### src/avp_pkg.sv
// Purpose: shared constants, carriers and decoders for the voice serial port
// Assumes: 8-bit left-justified words, msb first on the serial lines
// Notes:   rate codes are internal; lengths are counted in bit clock cycles
package avp_pkg;

  localparam int unsigned WORD_W = 8;
  localparam int unsigned LEN_W  = 4;
  localparam int unsigned LIN_W  = 13;
  localparam int unsigned DLY_FRAMES = 4;

  // coding rates
  localparam logic [1:0] RATE_16K = 2'h0;
  localparam logic [1:0] RATE_24K = 2'h1;
  localparam logic [1:0] RATE_32K = 2'h2;
  localparam logic [1:0] RATE_64K = 2'h3;

  // frame enable lengths in bit clock cycles
  localparam logic [3:0] LEN_16K = 4'h2;
  localparam logic [3:0] LEN_24K = 4'h3;
  localparam logic [3:0] LEN_32K = 4'h4;
  localparam logic [3:0] LEN_64K = 4'h8;
  localparam logic [3:0] LONG_FALLS = 4'h2;

  // frame enable pulses seen before the output may leave high impedance
  localparam logic [1:0] PU_FRAMES = 2'h2;

  // field positions
  localparam int unsigned RXA_TRIM_LSB = 0;
  localparam int unsigned RXA_FILT_BYP = 4;
  localparam int unsigned RXA_MAIN_PD  = 5;
  localparam int unsigned RXA_AUX_PD   = 6;
  localparam int unsigned ST_LSB       = 4;
  localparam int unsigned TDR_DLY_SEL  = 5;

  // receive digital gain, unsigned with five fraction bits
  localparam logic [7:0] GAIN_UNITY = 8'h20;
  localparam int unsigned GAIN_FRAC = 5;
  localparam logic [2:0] ST_MUTE = 3'h7;

  typedef struct packed {
    logic       ok;
    logic [1:0] code;
  } avp_rate_s;

  typedef struct packed {
    logic       bclk_rise;
    logic       bclk_fall;
    logic       fe;
    logic       fe_rise;
    logic       fe_fall;
    logic       data;
    logic       long_frame;
    logic [3:0] len;
  } avp_lane_s;

  typedef struct packed {
    logic [7:0] word;
    logic [1:0] rate;
  } avp_word_s;

  typedef enum logic [2:0] {
    TX_IDLE  = 3'b001,
    TX_DRIVE = 3'b010,
    TX_COUNT = 3'b100
  } avp_tx_e;

  function automatic avp_rate_s len_to_rate(input logic [3:0] len);
    avp_rate_s r;
    r = '{ok: 1'b1, code: RATE_16K};
    case (len)
      LEN_16K: r.code = RATE_16K;
      LEN_24K: r.code = RATE_24K;
      LEN_32K: r.code = RATE_32K;
      LEN_64K: r.code = RATE_64K;
      default: r.ok = 1'b0;
    endcase
    return r;
  endfunction

  function automatic logic [3:0] rate_to_len(input logic [1:0] code);
    logic [3:0] l;
    case (code)
      RATE_16K: l = LEN_16K;
      RATE_24K: l = LEN_24K;
      RATE_32K: l = LEN_32K;
      default:  l = LEN_64K;
    endcase
    return l;
  endfunction

  // sidetone attenuation in half decibels; code 7 is muted
  function automatic logic [7:0] st_att_half_db(input logic [2:0] code);
    logic [7:0] a;
    case (code)
      3'h0:    a = 8'h11;
      3'h1:    a = 8'h15;
      3'h2:    a = 8'h18;
      3'h3:    a = 8'h1b;
      3'h4:    a = 8'h1e;
      3'h5:    a = 8'h24;
      3'h6:    a = 8'h2b;
      default: a = 8'h8c;
    endcase
    return a;
  endfunction

endpackage

### src/avp_lane.sv
// Purpose: synchronise one bit clock, frame enable and data pin; find edges and length
// Assumes: bit clock well below half of core_clk
// Notes:   length counts bit clock falling edges seen while the enable is high
module avp_lane (
  input  wire logic              core_clk,
  input  wire logic              rstn,
  input  wire logic              bclk_pin,
  input  wire logic              fe_pin,
  input  wire logic              data_pin,
  output avp_pkg::avp_lane_s     lane
);

  typedef struct packed {
    logic [2:0] bclk_s;
    logic [2:0] fe_s;
    logic [1:0] dat_s;
    logic [3:0] fcnt;
  } avp_lane_state_s;

  avp_lane_state_s q, d;

  always_comb begin
    d = q;
    d.bclk_s = {q.bclk_s[1:0], bclk_pin};
    d.fe_s   = {q.fe_s[1:0], fe_pin};
    d.dat_s  = {q.dat_s[0], data_pin};
    if (lane.fe_fall) begin
      d.fcnt = 4'h0;
    end else if (lane.bclk_fall && lane.fe && q.fcnt != 4'hf) begin
      d.fcnt = q.fcnt + 4'h1;
    end
  end

  always_ff @(posedge core_clk) begin
    if (!rstn) begin
      q <= '0;
    end else begin
      q <= d;
    end
  end

  always_comb begin
    lane.bclk_rise  = q.bclk_s[1] & ~q.bclk_s[2];
    lane.bclk_fall  = ~q.bclk_s[1] & q.bclk_s[2];
    lane.fe         = q.fe_s[1];
    lane.fe_rise    = q.fe_s[1] & ~q.fe_s[2];
    lane.fe_fall    = ~q.fe_s[1] & q.fe_s[2];
    lane.data       = q.dat_s[1];
    lane.long_frame = q.fe_s[1] & (q.fcnt >= avp_pkg::LONG_FALLS);
    lane.len        = q.fcnt;
  end

endmodule // avp_lane

### src/avp_voice_port.sv
// Purpose: serial voice word port with receive path control settings
// Assumes: processing engine answers encode and decode requests within a frame
// Notes:   all serial input pins are asynchronous and pass two flip-flops in avp_lane
// Overview of operation
// - one encode and one decode request per frame period
// - transmit enable length chooses the encode rate of that frame
// - word computed next frame, shifted out two frames after capture
// - delay select adds four frames to the rate request, six in total
// - only rate information is delayed, never the sample word
// - short enable: keep output driven word length minus half bit clock
// - receive words shifted in from data pin by bit clock and enable
// - receive enable length chooses the decode rate
// - receive rate re-evaluated independently every frame
// - complete receive word raises a decode request to the engine
// - sync adjustment applied on decode unless digital gain is in use
// - 13-bit decoded samples multiplied by 8-bit gain before companding
// - latest decoded 8-bit sample readable as decoded word
// - analog control bit 4 bypasses receive smoothing filter
// - analog control bits 2:0 set receive attenuation 0 to 7 dB
// - analog control bit 5 powers down main output amplifier pair
// - analog control bit 6 powers down auxiliary output amplifier pair
// - sidetone bits 6:4 pick one of eight gains down to mute
// - enable high over two bit clock falls means long frame timing
// - output stays high impedance for at least two enable pulses
module avp_voice_port (
  input  wire logic                core_clk,
  input  wire logic                rstn,
  input  wire logic                tx_bit_clock,
  input  wire logic                tx_frame_enable,
  output logic                     tx_serial_out,
  output logic                     tx_serial_oe_n,
  input  wire logic                rx_bit_clock,
  input  wire logic                rx_frame_enable,
  input  wire logic                rx_serial_in,
  input  wire logic [7:0]          tone_and_delay_reg,
  input  wire logic [7:0]          rx_analog_control_reg,
  input  wire logic [7:0]          tx_trim_sidetone_reg,
  input  wire logic [7:0]          rx_digital_gain_reg,
  output logic                     enc_req,
  output logic [1:0]               enc_rate,
  input  wire logic                enc_done,
  input  wire logic [7:0]          enc_word,
  output logic                     dec_req,
  output logic [1:0]               dec_rate,
  output logic [7:0]               dec_word,
  output logic                     dec_sync_adj,
  input  wire logic                dec_lin_valid,
  input  wire logic signed [12:0]  dec_lin,
  output logic [7:0]               decoded_word_reg,
  output logic                     rx_filter_bypass,
  output logic [2:0]               rx_trim_atten,
  output logic                     main_amp_pd,
  output logic                     aux_amp_pd,
  output logic [2:0]               sidetone_sel,
  output logic [7:0]               sidetone_att_half_db,
  output logic                     sidetone_mute,
  output logic                     long_frame
);

  localparam int unsigned DLY = avp_pkg::DLY_FRAMES;

  typedef struct packed {
    avp_pkg::avp_tx_e              tx_st;
    logic [2:0]                    idx;
    logic                          seen_rise;
    logic [3:0]                    fcnt;
    logic [1:0]                    pu_cnt;
    avp_pkg::avp_word_s            out_w;
    avp_pkg::avp_word_s            nxt_w;
    logic                          nxt_vld;
    avp_pkg::avp_rate_s            req_pend;
    avp_pkg::avp_rate_s [DLY-1:0]  pipe;
    logic                          enc_req;
    logic [1:0]                    enc_rate;
    logic                          txd;
    logic                          oe_n;
    logic                          long_frame;
    logic [7:0]                    rx_sh;
    logic                          dec_req;
    logic [1:0]                    dec_rate;
    logic [7:0]                    dec_word;
    logic                          sync_adj;
    logic [7:0]                    dec_out;
    logic                          filt_byp;
    logic [2:0]                    trim;
    logic                          main_pd;
    logic                          aux_pd;
    logic [2:0]                    st_sel;
    logic [7:0]                    st_att;
  } avp_core_s;

  avp_core_s           q, d;
  avp_pkg::avp_lane_s  tx_l, rx_l;
  avp_pkg::avp_rate_s  tx_cap, rx_cap;
  logic                dly_sel, gain_used;
  logic [3:0]          wlen;

  avp_lane u_tx_lane (
    .core_clk (core_clk),
    .rstn     (rstn),
    .bclk_pin (tx_bit_clock),
    .fe_pin   (tx_frame_enable),
    .data_pin (1'b0),
    .lane     (tx_l)
  );

  avp_lane u_rx_lane (
    .core_clk (core_clk),
    .rstn     (rstn),
    .bclk_pin (rx_bit_clock),
    .fe_pin   (rx_frame_enable),
    .data_pin (rx_serial_in),
    .lane     (rx_l)
  );

  // signed gain multiply, five fraction bits, saturated to 13 bits
  function automatic logic signed [12:0] scale(input logic signed [12:0] s,
                                               input logic [7:0] g);
    logic signed [21:0] p;
    logic signed [21:0] sh;
    p  = 22'(s) * $signed({14'h0, g});
    sh = p >>> avp_pkg::GAIN_FRAC;
    if (sh > 22'sh000fff) begin
      return 13'sh0fff;
    end else if (sh < -22'sh001000) begin
      return -13'sh1000;
    end
    return sh[12:0];
  endfunction

  // segment companding of 13-bit linear, positive sign bit set, bits inverted
  function automatic logic [7:0] compand(input logic signed [12:0] s);
    logic [12:0] mag;
    logic [12:0] m;
    logic [2:0]  ch;
    logic [3:0]  stp;
    mag = s[12] ? 13'(-s) : 13'(s);
    m   = (mag > 13'h1fde) ? 13'h1fff : mag + 13'h21;
    ch  = 3'h0;
    for (int i = 1; i < 8; i++) begin
      if (m[i+5]) begin
        ch = 3'(i);
      end
    end
    stp = 4'(m >> ({1'b0, ch} + 4'h1));
    return {~s[12], ~ch, ~stp};
  endfunction

  always_comb begin
    dly_sel   = tone_and_delay_reg[avp_pkg::TDR_DLY_SEL];
    gain_used = (rx_digital_gain_reg != avp_pkg::GAIN_UNITY);
    tx_cap    = avp_pkg::len_to_rate(tx_l.len);
    rx_cap    = avp_pkg::len_to_rate(rx_l.len);
    wlen      = avp_pkg::rate_to_len(q.out_w.rate);
  end

  always_comb begin
    d = q;
    d.enc_req = 1'b0;
    d.dec_req = 1'b0;
    d.long_frame = tx_l.long_frame;

    // control settings
    d.filt_byp = rx_analog_control_reg[avp_pkg::RXA_FILT_BYP];
    d.trim     = rx_analog_control_reg[avp_pkg::RXA_TRIM_LSB +: 3];
    d.main_pd  = rx_analog_control_reg[avp_pkg::RXA_MAIN_PD];
    d.aux_pd   = rx_analog_control_reg[avp_pkg::RXA_AUX_PD];
    d.st_sel   = tx_trim_sidetone_reg[avp_pkg::ST_LSB +: 3];
    d.st_att   = avp_pkg::st_att_half_db(d.st_sel);

    // transmit rate capture at end of enable
    if (tx_l.fe_fall) begin
      if (q.pu_cnt != avp_pkg::PU_FRAMES) begin
        d.pu_cnt = q.pu_cnt + 2'h1;
      end
      d.pipe     = {q.pipe[DLY-2:0], tx_cap};
      d.req_pend = dly_sel ? q.pipe[DLY-1] : tx_cap;
    end

    // request issued in the frame after capture; previous result goes out now
    if (tx_l.fe_rise) begin
      d.enc_req     = q.req_pend.ok;
      d.enc_rate    = q.req_pend.code;
      d.req_pend.ok = 1'b0;
      d.nxt_vld     = 1'b0;
    end
    if (enc_done) begin
      d.nxt_w   = '{word: enc_word, rate: q.enc_rate};
      d.nxt_vld = 1'b1;
    end

    // output driver
    if (tx_l.fe_rise) begin
      d.tx_st = avp_pkg::TX_IDLE;
      if (q.pu_cnt == avp_pkg::PU_FRAMES && q.nxt_vld) begin
        d.tx_st     = avp_pkg::TX_DRIVE;
        d.out_w     = q.nxt_w;
        d.idx       = 3'h0;
        d.seen_rise = 1'b0;
        d.fcnt      = 4'h0;
        d.txd       = q.nxt_w.word[7];
      end
    end else begin
      case (q.tx_st)
        avp_pkg::TX_IDLE: begin
          d.txd = 1'b0;
        end
        avp_pkg::TX_DRIVE, avp_pkg::TX_COUNT: begin
          if (tx_l.bclk_rise) begin
            d.seen_rise = 1'b1;
            if (q.seen_rise && q.idx != 3'h7) begin
              d.idx = q.idx + 3'h1;
            end
            d.txd = q.out_w.word[3'h7 - d.idx];
          end
          if (tx_l.bclk_fall && q.fcnt != 4'hf) begin
            d.fcnt = q.fcnt + 4'h1;
          end
          if (q.tx_st == avp_pkg::TX_DRIVE && tx_l.fe_fall) begin
            d.tx_st = (d.fcnt >= wlen) ? avp_pkg::TX_IDLE : avp_pkg::TX_COUNT;
          end else if (q.tx_st == avp_pkg::TX_COUNT && d.fcnt >= wlen) begin
            d.tx_st = avp_pkg::TX_IDLE;
          end
        end
        default: begin
          d.tx_st = avp_pkg::TX_IDLE;
        end
      endcase
    end
    d.oe_n = (d.tx_st == avp_pkg::TX_IDLE);

    // receive capture, one request per frame
    if (rx_l.bclk_fall && rx_l.fe) begin
      d.rx_sh = {q.rx_sh[6:0], rx_l.data};
    end
    if (rx_l.fe_fall && rx_cap.ok) begin
      d.dec_req  = 1'b1;
      d.dec_rate = rx_cap.code;
      d.dec_word = 8'(q.rx_sh << (4'h8 - rx_l.len));
      d.sync_adj = ~gain_used;
    end
    if (dec_lin_valid) begin
      d.dec_out = compand(gain_used ? scale(dec_lin, rx_digital_gain_reg) : dec_lin);
    end
  end

  always_ff @(posedge core_clk) begin
    if (!rstn) begin
      q        <= '0;
      q.tx_st  <= avp_pkg::TX_IDLE;
      q.oe_n   <= 1'b1;
      q.dec_out <= 8'hff;
    end else begin
      q <= d;
    end
  end

  assign tx_serial_out        = q.txd;
  assign tx_serial_oe_n       = q.oe_n;
  assign enc_req              = q.enc_req;
  assign enc_rate             = q.enc_rate;
  assign dec_req              = q.dec_req;
  assign dec_rate             = q.dec_rate;
  assign dec_word             = q.dec_word;
  assign dec_sync_adj         = q.sync_adj;
  assign decoded_word_reg     = q.dec_out;
  assign rx_filter_bypass     = q.filt_byp;
  assign rx_trim_atten        = q.trim;
  assign main_amp_pd          = q.main_pd;
  assign aux_amp_pd           = q.aux_pd;
  assign sidetone_sel         = q.st_sel;
  assign sidetone_att_half_db = q.st_att;
  assign sidetone_mute        = (q.st_sel == avp_pkg::ST_MUTE);
  assign long_frame           = q.long_frame;

  // helpers for checks
  logic       tx_rise_h, tx_fall_h, rx_fall_h, rx_bfall_h, rx_fe_h, rx_dat_h, tx_fe_h;
  logic [3:0] rx_len_h;
  logic       nxt_msb_h, pu_ok_h;
  avp_pkg::avp_rate_s pipe_last_h, pend_h;
  always_comb begin
    tx_rise_h   = tx_l.fe_rise;
    tx_fall_h   = tx_l.fe_fall;
    tx_fe_h     = tx_l.fe;
    rx_fall_h   = rx_l.fe_fall;
    rx_bfall_h  = rx_l.bclk_fall;
    rx_fe_h     = rx_l.fe;
    rx_dat_h    = rx_l.data;
    rx_len_h    = rx_l.len;
    nxt_msb_h   = q.nxt_w.word[7];
    pu_ok_h     = (q.pu_cnt == avp_pkg::PU_FRAMES) && q.nxt_vld;
    pipe_last_h = q.pipe[DLY-1];
    pend_h      = q.req_pend;
  end
endmodule // avp_voice_port

### config.mk
export PLATFORM = sky130hd
export DESIGN_NAME = avp_voice_port
export DESIGN_NICKNAME = d
export VERILOG_FILES = /design/src/avp_pkg.sv /design/src/avp_lane.sv /design/src/avp_voice_port.sv
export SDC_FILE = /design/constraint.sdc
export NUM_CORES = 1
export LEC_CHECK = 0
export BUFFER_PORTS_ARGS = -buffer_cell sky130_fd_sc_hd__buf_4
export CORE_MARGIN = 5
export CORE_UTILIZATION = 40
export DETAILED_ROUTE_END_ITERATION = 8
export PLACE_DENSITY_LB_ADDON = 0.12
export SLEW_MARGIN = 20
export SYNTH_ARGS = -nofsm -noshare
export SYNTH_HDL_FRONTEND = slang
export SYNTH_SLANG_ARGS = --single-unit
export TNS_END_PERCENT = 100
### constraint.sdc
create_clock -name core_clk -period 10.35 [get_ports core_clk]
set_input_delay 1.035 -clock core_clk [delete_from_list [all_inputs] [get_ports core_clk]]
set_output_delay 1.035 -clock core_clk [all_outputs]
set_load 0.02 [all_outputs]
==> flow_summary.ini, run 1 <==
[clock_network]
cts_resized = 0
worstSkewPairLatency_ps = 410
hold_buffers = 0
clockBufferDepth = 2
post_cts_buffers = 0
clkTransAtPathRegs_ps = 60
numCtsBuffers = 17
cts_sinks = 121
cts-htree-levels = 4
cts_tree = done
root_buffer = clkbuf_16

[status]
status = finished clean

[yosys]
syn_avg_cell_area_um2 = 8.23
ys_seq_elements = 121
synth_edf_count = 0
syn_nets = 1527
syn_area_mm2 = 0.0109
seq_area_frac_synth_pct = 22.2
synthCells = 1325
synthArstFlopShare_pct = 0
ys.flop_type = dfxtp_1
ys_warn_count = 0
synth.distinct_cells = 94

[drt]
drt_wl_total_um = 26100
drcViolationCount = 0
drt_iter0_markers = 514
vias = 8946
first_pass_iters = 7
ant_nets = 0
wl_per_cell_um = 15.2
viasPerCell = 5.23

[sta]
maxSlewHeadroom_pct = 33.0
slew_viol_final = 0
max_freq_mhz = 105
finalSetupTns_ps = 0
period_share_pct = 92.4
skew_ps = 6.93
period_minus_slack_ps = 9560
setup_viol = 0
tightest_slew_ps = 1000
final_hold_viol_count = 0
rsz0062_at_grt = no

[floorplanning]
pin_count = 106
fp.coreArea_mm2 = 0.0269
initial_core_util_pct = 40.6
fp.dieH_um = 175
die_x_um = 175
fp-row-count = 60
dieArea_mm2 = 0.0306

[cells_and_area]
fin_nets = 1560
ff_latch_area_mm2 = 0.00242
area_growth_pct = 12.7
drive_gt1_share_pct = 13.4
largest_register_ffs = 50
multiInputGateArea_mm2 = 0.00743
num_antenna_cells = 0
fillers = 2673

[global_routing]
track_usage_pct = 17.0
grt_max_degree = 43
grt_pass1_wl_um = 43000
grt_pass1_vias = 8773
antenna_found_initial = 0
grt.overflow.total = 0

[critical_path]
startpoint_type = input pin
arrival_ps = 9890
critPathKind = in -> reg
rrSetupSlack_ps = 7290
cp_max_fo = 13
end_kind = flip-flop
cp_slowest_stage_delay_ps = 700
critPathTopFamily = compound AO/OA/AOI/OAI gates
required_ps = 10670
crit_buf_inv = 6
slowest_stage = fa_1

[place]
hpwlAfterDp_um = 19800
gp_congestion = 0.845
port_buffers = 90

[min_path]
hold_class = reg -> reg

[run]
cap_violations = 0
cell usage after synthesis (all sizes together) (10+ instances only):
cell | instances | area (um2)
nor3 | 18 | 90.1
a31oi | 10 | 68.8
nor2b | 10 | 62.6
and2 | 80 | 500
o21ai | 43 | 215
xnor2 | 30 | 282
nand4 | 11 | 68.8
a21o | 13 | 97.6
buf | 39 | 284
clkbuf | 58 | 218
xor2 | 15 | 131
mux2i | 25 | 263
nand2b | 17 | 106
nor2 | 101 | 382
nand3 | 17 | 85.1
a21oi | 91 | 455
inv | 144 | 541
dfxtp | 121 | 2420
ha | 56 | 701
fa | 84 | 1680
nand2 | 176 | 661
cells in the final DEF, fill, tap and decap left out, types with 5 or more instances in the layout:
cell type and n:
nand2_1 176, inv_1 142, dfxtp_1 121, buf_4 111
nor2_1 100, a21oi_1 91, fa_1 84, and2_1 80
ha_1 56, o21ai_0 37, xnor2_1 29, mux2i_1 24
nor3_1 18, nand3_1 17, nand2b_1 17, clkbuf_16 17
xor2_1 15, a21o_1 13, nand4_1 11, nor2b_1 10
a31oi_1 9, o21a_1 8, o31ai_1 8, and3_1 8
mux2_2 7, or2_2 6, a211o_1 6, o22ai_1 6
a221o_1 6, o21ai_1 6, a22oi_1 6, a211oi_1 6
or3_1 5
cell type report:
type / count / share of cell area [%]
timing repair buffer: 111 / 6.78
clock buffer: 22 / 3.78
inverter: 146 / 4.46
tap: 341 / 3.47
multi-input combinational: 961 / 60.4
clock inverter: 10 / 1.34
sequential: 121 / 19.7
final timing paths:
kind / end / startpoint / cells past startpoint
setup / recovery: decoded_word_reg[1] / rx_digital_gain_reg[0] / 33
hold / removal: u_tx_lane.lane[8] / u_tx_lane.d[7] / 1
setup reg to reg: tx_serial_oe_n / u_tx_lane.q[11] / 9
hold reg to reg: u_tx_lane.lane[8] / u_tx_lane.d[7] / 1
cells by family (layout without fill, tap and decap cells):
family	count (synthesis)	count (layout)	share of synthesized area (%)
and+or+nand+nor	477	477	21.7
xor gates and xnor gates	45	45	3.79
buffers and inverters	243	289	9.63
DFF	121	121	22.2
adders and majority gates	140	140	21.9
muxes	36	36	3.96
AOI/OAI and AO/OA	262	262	16.8
other	1	1	0.0344
stage by stage:
stage / hold slack (ps) / std cells / util, % / instance area (um2) / worst slack [ps]
floorplan: 412 / 1325 / - / 10900 / 931
finish: 437 / 1712 / 45.7 / 12300 / 786
global placement: 420 / 1680 / 43.4 / 11700 / 490
detailed placement: 422 / 1680 / 43.4 / 11700 / 420
CTS: 441 / 1712 / 45.7 / 12300 / 825
global route: 453 / 1712 / 45.7 / 12300 / 125
worst register-to-register path: cells and delay by family (launching register included):
kind,cells,cell delay (ps)
AOI/OAI and AO/OA,5,1550
adders and majority gates,1,290
buffers and inverters,1,70
DFF,1,310
muxes,1,400
and+or+nand+nor,1,280
metal layers:
layer,global-route usage [%],wire [um],part of all wire (%),vias to the layer above
li1,-,-,-,4452
met1,22.0,12000,46,4308
met2,30.0,12700,49,167
met3,2.49,951,3.6,19
met4,3.80,333,1.3,0
met5,0,0,0,-
Power of run 1 is not shown: default switching activity piles up to over one toggle a cycle in this logic, so the estimate is an artifact.
==> run 2: changes to the inputs <==
Settings changed: CAP_MARGIN set to 20.
Clock period 10.35 ns to 10.41 ns, I/O delays scaled along.
==> flow_summary.ini, run 2 (synthesis results as in run 1) <==
[drt]
drcViolationCount = 0
drt_iter0_markers = 491
drt_wl_total_um = 25800
wl_per_cell_um = 15.1
first_pass_iters = 5
vias = 8856
viasPerCell = 5.18
ant_nets = 0

[clock_network]
hold_buffers = 0
cts-htree-levels = 4
numCtsBuffers = 17
cts_tree = done
cts_sinks = 121
cts_resized = 0
worstSkewPairLatency_ps = 410
post_cts_buffers = 0
clkTransAtPathRegs_ps = 60
clockBufferDepth = 2
root_buffer = clkbuf_16

[critical_path]
startpoint_type = input pin
r2r.worst_path.cells = 9
crit_buf_inv = 8
cp_max_fo = 13
required_ps = 10730
rrSetupSlack_ps = 7200
slowest_stage = fa_1
end_kind = flip-flop
cp_slowest_stage_delay_ps = 590
arrival_ps = 9990
critPathKind = in -> reg
path_depth = 35
path_common_cell = inv_1
critPathTopFamily = compound AO/OA/AOI/OAI gates

[sta]
skew_ps = 9.17
period_share_pct = 92.9
max_freq_mhz = 103
rsz0062_at_grt = no
maxSlewHeadroom_pct = 38.1
setup_viol = 0
tightest_slew_ps = 926
period_minus_slack_ps = 9670
finalSetupTns_ps = 0
slew_viol_final = 0
final_hold_viol_count = 0

[place]
port_buffers = 90
hpwlAfterDp_um = 19700
placed_cells = 1679
gp_congestion = 0.861

[min_path]
hold_class = reg -> reg
whs_path_depth = 1

[cells_and_area]
instances_no_fill = 1711
layout_common_cells = nand2_1 (176), inv_1 (142), dfxtp_1 (121)
largest_register_ffs = 50
num_antenna_cells = 0
fillers = 2703
final_common_cell = nand2_1
multiInputGateArea_mm2 = 0.00743
drive_gt1_share_pct = 13.6
ff_latch_area_mm2 = 0.00242
area_growth_pct = 12.9
fin_nets = 1559

[floorplanning]
fp.dieH_um = 175
initial_core_util_pct = 40.6
dieArea_mm2 = 0.0306
fp-row-count = 60
pin_count = 106
fp.coreArea_mm2 = 0.0269
die_x_um = 175

[status]
status = finished clean

[global_routing]
grt_pass1_vias = 8704
antenna_found_initial = 0
track_usage_pct = 17.1
grt_pass1_wl_um = 43700
grt_max_degree = 67
grt.overflow.total = 0

[run]
cap_violations = 0
[run 2: changes by cell type in the layout (fill, tap and decap cells not counted), sizes merged]
cell,before,now
buf,111,110
clkbuf,22,20
clkinv,3,6
clkinvlp,3,2
[run 2: metrics by stage]
stage	setup slack [ps]	utilization, %	hold WS (ps)	cell area [um2]
6_report	738	45.8	432	12300
5_1_grt	86.5	45.8	452	12300
4_1_cts	767	45.8	439	12300
3_5_place_dp	338	43.3	425	11600
3_3_place_gp	350	43.3	421	11600
2_1_floorplan	985	-	412	10900
[run 2: path summary, 6_finish.rpt]
kind,from,end
setup / recovery,rx_digital_gain_reg[0],decoded_word_reg[1]
hold / removal,u_tx_lane.d[7],u_tx_lane.lane[8]
setup reg to reg,u_tx_lane.q[11],tx_serial_oe_n
hold reg to reg,u_tx_lane.d[7],u_tx_lane.lane[8]
[run 2: final cells by class]
type | instances | area share (%)
Clock inverter | 12 | 1.53
Tap cell | 341 | 3.47
Clock buffer | 20 | 3.79
Inverter | 146 | 4.45
Multi-Input combinational cell | 961 | 60.4
Timing Repair Buffer | 110 | 6.71
Sequential cell | 121 | 19.7
[run 2: metal layers]
layer | global-route usage (%) | wire (um) | vias up
met3 | 2.10 | 823 | 16
met2 | 29.6 | 12600 | 171
met1 | 22.9 | 12100 | 4205
met5 | 0 | 0 | -
li1 | - | - | 4464
met4 | 3.90 | 245 | 0
[run 2: worst register-to-register path: stages, from the launching register on]
cell and delay [ps]:
dfxtp_1 310, nor2b_1 290, inv_1 80, a31oi_1 330, mux2_2 400, ha_1 290
a21o_1 150, a21o_1 160, a2111oi_0 790, o21ai_0 250
Power of run 2 is left out for the same reason.
